--- config.mk ---
export PLATFORM = sky130hd
export DESIGN_NAME = reset_park_test_strap_control
export DESIGN_NICKNAME = d
export VERILOG_FILES = /design/src/verilog/reset_park_pkg.sv /design/src/verilog/level_sync.sv /design/src/verilog/reset_park_test_strap_control.sv
export SDC_FILE = /design/constraint.sdc
export NUM_CORES = 1
export LEC_CHECK = 0
export ABC_AREA = 1
export BUFFER_PORTS_ARGS = -buffer_cell sky130_fd_sc_hd__buf_2
export CORE_MARGIN = 2
export CORE_UTILIZATION = 30
export CTS_CLUSTER_DIAMETER = 30
export CTS_CLUSTER_SIZE = 16
export DETAILED_ROUTE_END_ITERATION = 10
export SYNTH_ARGS = -nofsm -noshare
export SYNTH_HDL_FRONTEND = slang
export SYNTH_HIERARCHICAL = 1
export SYNTH_SLANG_ARGS = --single-unit
export TNS_END_PERCENT = 50
--- constraint.sdc ---
create_clock -name ref_clk -period 1.4 [get_ports ref_clk]
set_input_delay 0.07 -clock ref_clk [delete_from_list [all_inputs] [get_ports ref_clk]]
set_output_delay 0.07 -clock ref_clk [all_outputs]
set_load 0.01 [all_outputs]
--- src/verilog/reset_park_pkg.sv ---
// Constants and state types of the reset, park and strap control block
`default_nettype none
package reset_park_pkg;

  // ****************************************************
  // Timing
  // ****************************************************
  localparam int CLK_PERIOD_PS   = 4000;
  localparam int STRAP_DELAY_NS  = 1500;
  // Rounded down so the sample lands no later than the nominal delay
  localparam int STRAP_DELAY_CYC = (STRAP_DELAY_NS * 1000) / CLK_PERIOD_PS;
  localparam int CNT_W           = 9;
  localparam logic [CNT_W-1:0] STRAP_LAST =
    CNT_W'(STRAP_DELAY_CYC - 1);
  localparam logic [CNT_W-1:0] CNT_ZERO   = 9'h000;

  // ****************************************************
  // Widths and reset values
  // ****************************************************
  localparam int STRAP_W = 8;
  localparam logic [STRAP_W-1:0] STRAP_NONE   = 8'h00;
  localparam logic [STRAP_W-1:0] STRAP_ALL_ON = 8'hff;
  // Synchroniser reset values: reset held low, park request idle high
  localparam logic [1:0] SYNC_RESET_VAL = 2'h2;
  localparam int SYNC_POR  = 0;
  localparam int SYNC_PARK = 1;

  // ****************************************************
  // Types
  // ****************************************************
  typedef enum logic [1:0] {
    HELD,
    STRAP_WAIT,
    RUNNING
  } seq_state_t;

  // Whole state of the control block
  typedef struct packed {
    seq_state_t             seq;
    logic [CNT_W-1:0]       count;
    logic [STRAP_W-1:0]     strap_mode;
    logic                   config_start;
    logic                   park;
    logic                   por_prev;
    logic [STRAP_W-1:0]     strap_out;
    logic [STRAP_W-1:0]     strap_oe;
  } ctrl_state_t;

  // Status toward the core
  typedef struct packed {
    logic                   config_start;
    logic                   configuring;
    logic                   running;
    logic                   park_mirrors;
    logic                   test_mode;
    logic [STRAP_W-1:0]     strap_mode;
  } ctrl_status_t;

endpackage : reset_park_pkg
`default_nettype wire

--- src/verilog/level_sync.sv ---
// Two flip-flop level synchroniser with a constant reset value
`default_nettype none
module level_sync #(
  parameter int              W         = 1,
  parameter logic [W-1:0]    RESET_VAL = '0
) (
  // Clock and reset
  input  wire logic         clk,
  input  wire logic         rst_n,
  // Levels
  input  wire logic [W-1:0] din,
  output var  logic [W-1:0] dout
);

  // Both stages as one state word
  typedef struct packed {
    logic [W-1:0] meta;
    logic [W-1:0] out;
  } sync_state_t;

  sync_state_t st;
  sync_state_t next_st;

  // ****************************************************
  // Two stages; first stage feeds only the second
  // ****************************************************
  always_comb
  begin
    next_st.meta = din;
    next_st.out  = st.meta;
  end

  // Stage registers
  always_ff @(posedge clk or negedge rst_n)
  begin
    if (!rst_n)
    begin
      st.meta <= RESET_VAL;
      st.out  <= RESET_VAL;
    end
    else
      st <= next_st;
  end

  // Only the second stage leaves the module
  assign dout = st.out;

endmodule : level_sync
`default_nettype wire

--- src/verilog/reset_park_test_strap_control.sv ---
// Power-on reset, fast park and test strap control of the display controller
//
// Contract
// A low fast-park request drives the mirror array park command at once; the code sets it about three clock cycles later, through the synchroniser.
// The power chip asserts fast park only when a normal park cannot finish.
// A rising edge of the power-on reset input starts self-configuration.
// The power chip keeps power-on reset low until supplies and clocks settle.
// While power-on reset is low no output is in its active state.
// While power-on reset is low the eight strap pins are not driven.
// About 1.5 us after reset release the straps are sampled, then driven.
// A strap sampled high selects a test mode; low straps mean normal use.
// The manufacturing test enable input is held low in normal use.
// The internal scan reset input is held low in normal use.
// The other internal scan pins are left unconnected by the far side.
// Reset release and fast park are synchronised before they are used.
`default_nettype none
module reset_park_test_strap_control
  import reset_park_pkg::*;
(
  // Clock and device reset
  input  wire logic               ref_clk,
  input  wire logic               reset_n,
  // Power management side
  input  wire logic               power_on_reset_n,
  input  wire logic               fast_park_request_n,
  // Manufacturing and internal scan pins
  input  wire logic               manufacturing_test_enable,
  input  wire logic               internal_scan_reset_n,
  input  wire logic               internal_scan_clock,
  input  wire logic               internal_scan_data_in,
  input  wire logic               internal_scan_select_a,
  input  wire logic               internal_scan_select_b,
  output var  logic               internal_scan_data_out_a,
  output var  logic               internal_scan_data_out_b,
  // Test strap pins, three signals each
  input  wire logic [STRAP_W-1:0] test_strap_in,
  output var  logic [STRAP_W-1:0] test_strap_out,
  output var  logic [STRAP_W-1:0] test_strap_oe,
  // Status toward the core
  output var  ctrl_status_t       status
);

  // ****************************************************
  // Signals
  // ****************************************************
  logic        rst_sync_n;
  logic [1:0]  pins_sync;
  // Synchronised pins and the events taken from them
  logic        por_s;
  logic        park_s;
  logic        por_rise;
  logic        park_req;
  logic        strap_due;
  ctrl_state_t st;
  ctrl_state_t next_st;

  // ****************************************************
  // Decoding helpers
  // ****************************************************
  // Last cycle of the strap settling delay
  function automatic logic strap_sample_due(
    input logic [CNT_W-1:0] cnt
  );
    return cnt == STRAP_LAST;
  endfunction : strap_sample_due

  // Any strap seen high selects a test mode
  function automatic logic strap_selects_test(
    input logic [STRAP_W-1:0] straps
  );
    return straps != STRAP_NONE;
  endfunction : strap_selects_test

  // Held state: sequence idle, park cleared, straps released
  function automatic ctrl_state_t quiet_state();
    ctrl_state_t q;
    q.seq          = HELD;
    q.count        = CNT_ZERO;
    q.strap_mode   = STRAP_NONE;
    q.config_start = 1'b0;
    q.park         = 1'b0;
    q.por_prev     = 1'b0;
    q.strap_out    = STRAP_NONE;
    q.strap_oe     = STRAP_NONE;
    return q;
  endfunction : quiet_state

  // ****************************************************
  // Synchronisers
  // ****************************************************
  // Device reset: asserted at once, released through two flops
  level_sync #(
    .W         (1),
    .RESET_VAL (1'b0)
  ) u_rst_sync (
    .clk   (ref_clk),
    .rst_n (reset_n),
    .din   (1'b1),
    .dout  (rst_sync_n)
  );

  // Reset and park pins brought into the clock domain
  level_sync #(
    .W         (2),
    .RESET_VAL (SYNC_RESET_VAL)
  ) u_pin_sync (
    .clk   (ref_clk),
    .rst_n (rst_sync_n),
    .din   ({fast_park_request_n, power_on_reset_n}),
    .dout  (pins_sync)
  );

  // Synchronised pin levels
  assign por_s  = pins_sync[SYNC_POR];
  assign park_s = pins_sync[SYNC_PARK];

  // ****************************************************
  // Pin events
  // ****************************************************
  // Release is a high sample after a low one
  assign por_rise  = por_s && !st.por_prev;
  // Park pin is active low
  assign park_req  = !park_s;
  // Straps settled long enough to be read
  assign strap_due = strap_sample_due(st.count);

  // ****************************************************
  // Next state
  // ****************************************************
  always_comb
  begin
    next_st              = st;
    next_st.config_start = 1'b0;
    next_st.por_prev     = por_s;
    // Park is latched until the next power-on reset
    if (park_req)
      next_st.park = 1'b1;
    if (!por_s)
    begin
      // Everything quiet and straps released while reset is low
      next_st = quiet_state();
    end
    else
    begin
      unique case (st.seq)
        HELD:
        begin
          // Wait for the release edge of the reset pin
          if (por_rise)
          begin
            next_st.seq          = STRAP_WAIT;
            next_st.config_start = 1'b1;
            next_st.count        = CNT_ZERO;
          end
        end
        STRAP_WAIT:
        begin
          // Count out the strap settling delay
          if (strap_due)
          begin
            // Sample straps, then turn them around to outputs
            next_st.seq        = RUNNING;
            next_st.strap_mode = test_strap_in;
            next_st.strap_oe   = STRAP_ALL_ON;
          end
          else
            next_st.count = st.count + 1'b1;
        end
        RUNNING:
        begin
          // Straps echo the selected mode as test observation
          next_st.strap_out = st.strap_mode;
        end
      endcase
    end
  end

  // ****************************************************
  // State register
  // ****************************************************
  always_ff @(posedge ref_clk or negedge rst_sync_n)
  begin
    if (!rst_sync_n)
    begin
      // Quiet state on device reset
      st.seq          <= HELD;
      st.count        <= CNT_ZERO;
      st.strap_mode   <= STRAP_NONE;
      st.config_start <= 1'b0;
      st.park         <= 1'b0;
      st.por_prev     <= 1'b0;
      st.strap_out    <= STRAP_NONE;
      st.strap_oe     <= STRAP_NONE;
    end
    else
      st <= next_st;
  end

  // ****************************************************
  // Outputs
  // ****************************************************
  always_comb
  begin
    status.config_start = st.config_start;
    status.configuring  = (st.seq == STRAP_WAIT);
    status.running      = (st.seq == RUNNING);
    status.park_mirrors = st.park;
    // Any strap high selects a test mode
    status.test_mode    = strap_selects_test(st.strap_mode);
    status.strap_mode   = st.strap_mode;
  end

  // ****************************************************
  // Pin outputs
  // ****************************************************
  // Strap pins carry the registered drive and enable
  assign test_strap_out           = st.strap_out;
  assign test_strap_oe            = st.strap_oe;
  // Scan chain is not implemented; its outputs idle low
  assign internal_scan_data_out_a = 1'b0;
  assign internal_scan_data_out_b = 1'b0;

endmodule : reset_park_test_strap_control
`default_nettype wire

# After elaboration in Yosys (flattened, before gate mapping)
# Cells that the tools add are included.
[totals]
input_bits = 18
elab_cells = 46
reg_bits = 44
[op_classes]
n_addsub = 1
n_eq_ne = 11
n_mux = 15
n_reduce_logical = 7
[ops]
columns = ["op", "n"]
rows = [
  ["two-way mux 8 bit", 5],
  ["one-hot mux 11 bit (2 select lines)", 1],
  ["two-way mux 20 bit", 1],
  ["two-way mux 16 bit", 1],
  ["inequality test 3 bit (second input constant)", 4],
  ["two-way mux 11 bit", 1],
  ["adder 9 x 1 -> 9 bit (second input constant)", 1],
  ["== test 9 bit (second input constant)", 1],
  ["two-way mux 9 bit", 1],
  ["inequality test 2 bit (second input constant)", 4],
  ["nonzero test 8 bit", 1],
  ["AND reduction 3 bit", 2],
  ["two-way mux 2 bit", 2],
  ["two-way mux 1 bit", 3],
  ["== test 2 x 1 -> 1 bit (second input constant)", 1],
  ["== test 2 bit (second input constant)", 1],
  ["logical NOT 2 bit", 1],
  ["AND reduction 2 bit", 1],
  ["logical AND 1 bit", 1],
  ["logical NOT 1 bit", 1],
]

# Depth between registers and ports, before layout
[logic_depth]
ltp_word = 5
ltp_mapped = 9
mapped_depth_nobuf = 9

# Cells and area by module
# The synthesis kept the hierarchy.
[modules_own_cells]
columns = ["mod", "n_inst", "area_each_um2", "cells_each", "seq_area_each_um2"]
rows = [
  ["reset_park_test_strap_control", 1, 1687.9, 206, 775.7],
  ["level_sync at u_pin_sync", 1, 102.6, 4, 102.6],
  ["level_sync at u_rst_sync", 1, 50.0, 2, 50.0],
]

# Worst setup path after synthesis
# Ideal clock, no wire load.
[synth_path]
kind = "register to register"
start = "register st[27] in the netlist's numbering"
end = "register st, in the netlist status[0]"
path_buffers = 0
required_time_ns = 1.278
slack_ns = 0.119
setup_ns = 0.122
arrival_ns = 1.159
synth_period_minus_slack_ns = 1.281
path_stages_with_launch = 8
cell_sequence = "dfrtp_1 inv_1 ha_1 nand2_1 nor2_2 nand3_1 nand3_1 o21ai_1"
[synth_between]
elab_chain_cells = 3
[synth_rtl]
columns = ["item", "line_no", "source"]
rows = [
  ["start: declaration", "reset_park_test_strap_control.sv:54", "ctrl_state_t st;"],
  ["start signal: assignment", "reset_park_test_strap_control.sv:196", "st <= next_st;"],
  ["== test 9 bit", "reset_park_test_strap_control.sv:64", "return cnt == STRAP_LAST;"],
  ["inequality test 2 bit (no line)", "-", ""],
  ["AND reduction 2 bit (no line)", "-", ""],
]
# No other way between the ends.
# A chain may end at the register's enable or synchronous reset.

==> flow_metrics.py <==
metrics = {
    "finish": {
        "design.final.nets": 259,
        "area_delta_synth_final_pct": 14.68,
        "fillers": 617,
        "antennaDiodeCount": 0,
        "fin_cells": 314,
        "layout_cells_sized_above_1_pct": 29.71,
    },
    "critical_path": {
        "cp_data_required_time_ps": 1330,
        "crit_type": "register to output port",
        "cp.arrival_ps": 1270,
        "endpoint_kind": "output port",
        "critPathLaunchType": "register",
        "critical_path.max_fanout": 4,
    },
    "routing": {
        "wirelength_um": 3539,
        "top_layer_used": "met4",
        "wl_met1_um": 1636,
        "viasPerCell": 4.433,
        "routed_wire_length_per_instance_um": 11.27,
        "dr_vias": 1392,
        "detailedRoute.firstPassIterationCount": 4,
        "remaining_drc_errors": 0,
        "met2_routed_wl_um": 1668,
        "detail-route-antenna-nets": 0,
        "met3_length_um": 177,
        "drtIter0Drc": 58,
    },
    "pwr": {
        "ir_worst_vdd_mv": 0.3055,
        "cellPowerDensity_nw_per_um2": 938.0,
        "leakage_nw": 1.125,
        "fin_total_pwr_mw": 1.980,
    },
    "floorplanning": {
        "die_outline_area_sq_um": 6777,
        "start_util_pct": 31.09,
        "floorplan.io_pins": 49,
        "std_cell_rows": 28,
        "die_height_um": 82.33,
        "die-width_um": 82.33,
        "core_region_area_sq_um": 5921,
    },
    "yosys": {
        "number_of_synthesis_warnings": 6,
        "synth.lib_cells_used.distinct": 24,
        "synth.cell_area_sq_um": 1841,
        "number_of_instances_in_the_synthesized_netlist": 212,
        "syn_avg_cell_area_sq_um": 8.682,
        "synth.ff_latch_count": 37,
        "synth-seq-area-share_pct": 50.44,
    },
    "placement": {
        "hpwl_um": 2534,
        "place.gp.congestion": 0.8176,
        "numPortBuffers": 40,
        "placedCellCount": 304,
        "place_ws_ps": 50.44,
    },
    "outcome": {
        "outcome": "complete, no violations",
    },
    "grt": {
        "vias_in_the_first_global_route": 1297,
        "globalRouteTotalUtil_pct": 11.43,
        "grt_remaining_overflow": 0,
        "grt_antenna_before_repair": 0,
        "grt_pass1_wl_um": 5982,
        "grt_max_degree": 36,
    },
    "clocking": {
        "cts.reportedPaths.clkPinSlew_ps": 70,
        "cts_post_setup_buffers_inserted": 0,
        "h-tree-depth": 2,
        "clockRootBuffer": "sky130_fd_sc_hd__clkbuf_8",
        "clock_tree.buffer_depth": 2,
        "cts_inserted_buffers": 5,
        "cts.sinks": 37,
        "tritoncts": "yes",
        "clkLatencyLatePin_ps": 280,
    },
    "timing": {
        "timing_hold_violations_final": 0,
        "finalSetupTns_ps": 0,
        "period_minus_slack_ps": 1344,
        "maxClockFrequency_ghz": 0.7440,
        "finalMaxSlewViolations": 0,
        "final.period_utilization_pct": 96.01,
        "timing.final.setup_violations": 0,
        "post-route-worst-setup-slack_ps": 55.85,
        "final.setup_skew_ps": 7.056,
    },
    "flow_run": {
        "drv_cap": 0,
    },
    "worst_hold_path": {
        "timing.hold.worst.class": "primary input to register",
    },
}
## critical path: stages (launching register included)
cell	delay (ps)
sky130_fd_sc_hd__dfrtp_1	430
sky130_fd_sc_hd__nor4_1	330
sky130_fd_sc_hd__nand2_1	80
sky130_fd_sc_hd__buf_2	150
## metrics by stage
step | hold slack [ps] | cell area [sq um] | util [%]
after floorplan | -225.6 | 1844 | -
after global placement | -144.2 | 1962 | 33.14
after detailed placement | -144.1 | 1962 | 33.14
after CTS | 6.445 | 2085 | 35.21
final | 11.65 | 2111 | 35.65
after global routing | 14.59 | 2111 | 35.65
## cells by family (layout without fill, tap and decap cells)
| logic type | count (synthesis) | after routing | share of synthesized area, % |
|---|---|---|---|
| simple gates | 86 | 86 | 21.07 |
| xor+xnor | 2 | 2 | 0.9519 |
| buf+inv | 58 | 84 | 18.56 |
| fa+ha+maj | 2 | 2 | 1.359 |
| flops | 37 | 37 | 50.44 |
| other cells | 2 | 3 | 0.4080 |
| compound gates | 25 | 25 | 7.206 |
## path summary, 6_finish.rpt
| kind | cells past startpoint | to | slack [ps] | startpoint |
|---|---|---|---|---|
| worst min register to register | 1 | u_pin_sync/next_st[0] | 280 | u_rst_sync/dout |
| worst min-delay path | 3 | status[4] | 10 | test_strap_in[4] |
| worst max-delay path | 3 | status[8] | 60 | status[1] |
| max in group asynchronous | 1 | u_pin_sync/next_st[1] | 790 | u_rst_sync/dout |
| worst max register to register | 7 | st[29] | 80 | st[28] |
| min in group asynchronous | 2 | u_rst_sync/next_st[0] | 90 | reset_n |
## cells in the mapped netlist, drive strengths merged
cell / count / share of area [%]
nor3: 2 / 0.54
nand3: 24 / 6.8
xnor2: 1 / 0.48
dfrtp: 35 / 48
inv: 24 / 4.9
o211ai: 1 / 0.68
dfstp: 2 / 2.9
conb: 2 / 0.41
o21ai: 21 / 5.7
nor2: 7 / 2.1
ha: 2 / 1.4
nand2: 49 / 10
a21oi: 3 / 0.82
nor4: 2 / 0.68
nand4: 2 / 0.68
buf: 34 / 14
xor2: 1 / 0.48
## cells in the final DEF (no fill, tap or decap)
| master | netlist | final |
|---|---|---|
| sky130_fd_sc_hd__o21ai_1 | 12 | 13 |
| sky130_fd_sc_hd__nor3_1 | 2 | 2 |
| sky130_fd_sc_hd__inv_2 | 0 | 1 |
| sky130_fd_sc_hd__nand2_1 | 47 | 45 |
| sky130_fd_sc_hd__clkinvlp_4 | 0 | 1 |
| sky130_fd_sc_hd__ha_1 | 2 | 1 |
| sky130_fd_sc_hd__o211ai_2 | 1 | 1 |
| sky130_fd_sc_hd__nor2_4 | 1 | 2 |
| sky130_fd_sc_hd__nand3_2 | 1 | 1 |
| sky130_fd_sc_hd__nand2_2 | 2 | 3 |
| sky130_fd_sc_hd__o21ai_0 | 9 | 8 |
| sky130_fd_sc_hd__dfrtp_2 | 0 | 1 |
| sky130_fd_sc_hd__inv_1 | 24 | 23 |
| sky130_fd_sc_hd__dlygate4sd3_1 | 0 | 3 |
| sky130_fd_sc_hd__nand4_1 | 2 | 2 |
| sky130_fd_sc_hd__xor2_1 | 1 | 1 |
| sky130_fd_sc_hd__nor2_2 | 2 | 1 |
| sky130_fd_sc_hd__nor4_1 | 2 | 2 |
| sky130_fd_sc_hd__dfstp_2 | 2 | 2 |
| sky130_fd_sc_hd__a21oi_1 | 3 | 3 |
| sky130_fd_sc_hd__ha_4 | 0 | 1 |
| sky130_fd_sc_hd__buf_2 | 3 | 40 |
| sky130_fd_sc_hd__nand2_4 | 0 | 1 |
| sky130_fd_sc_hd__conb_1 | 2 | 3 |
| sky130_fd_sc_hd__nor2_1 | 4 | 4 |
| sky130_fd_sc_hd__clkbuf_8 | 0 | 6 |
| sky130_fd_sc_hd__xnor2_1 | 1 | 1 |
| sky130_fd_sc_hd__buf_4 | 30 | 10 |
| sky130_fd_sc_hd__nand3_1 | 23 | 23 |
| sky130_fd_sc_hd__dfrtp_1 | 35 | 34 |
## state kept, by name, indices dropped and copies added, names as in the netlist
signal,cells
st,12
status,10
test_strap_oe,1
test_strap_out,8
u_pin_sync/dout,2
u_pin_sync/next_st,2
u_rst_sync/dout,1
u_rst_sync/next_st,1
## repair_timing
action	4_1_cts	5_1_grt
setup endpoints to repair	1	17
hold buffers	3	0
pin swaps	0	2
resized for setup	1	8
endpoints found under the hold margin	4	0
## report_power, final
part	internal [mW]	total, mW	switching, mW
sequential	1.09	1.10	0.0102
combinational	0.0485	0.138	0.0893
clock	0.389	0.740	0.352
total	1.53	1.98	0.451
## layout make-up
cell class              instances  area, sq um  share of cell area (%)
clock inverters                 1        7.507                  0.3557
clock buffers                   6        82.58                   3.912
multi-input cells             118        601.8                   28.51
well taps                      75        93.84                   4.446
inverters                      24        90.09                   4.268
flip-flops and latches         37        929.6                   44.04
repair buffers                 53        305.3                   14.46
## per-layer routing
layer,vias to the layer above,track usage (%)
met3,7,3.043
met2,29,17.98
met1,655,15.30
met4,0,3.667
met5,-,0
li1,701,-
Power figures use the tool's default switching activity.
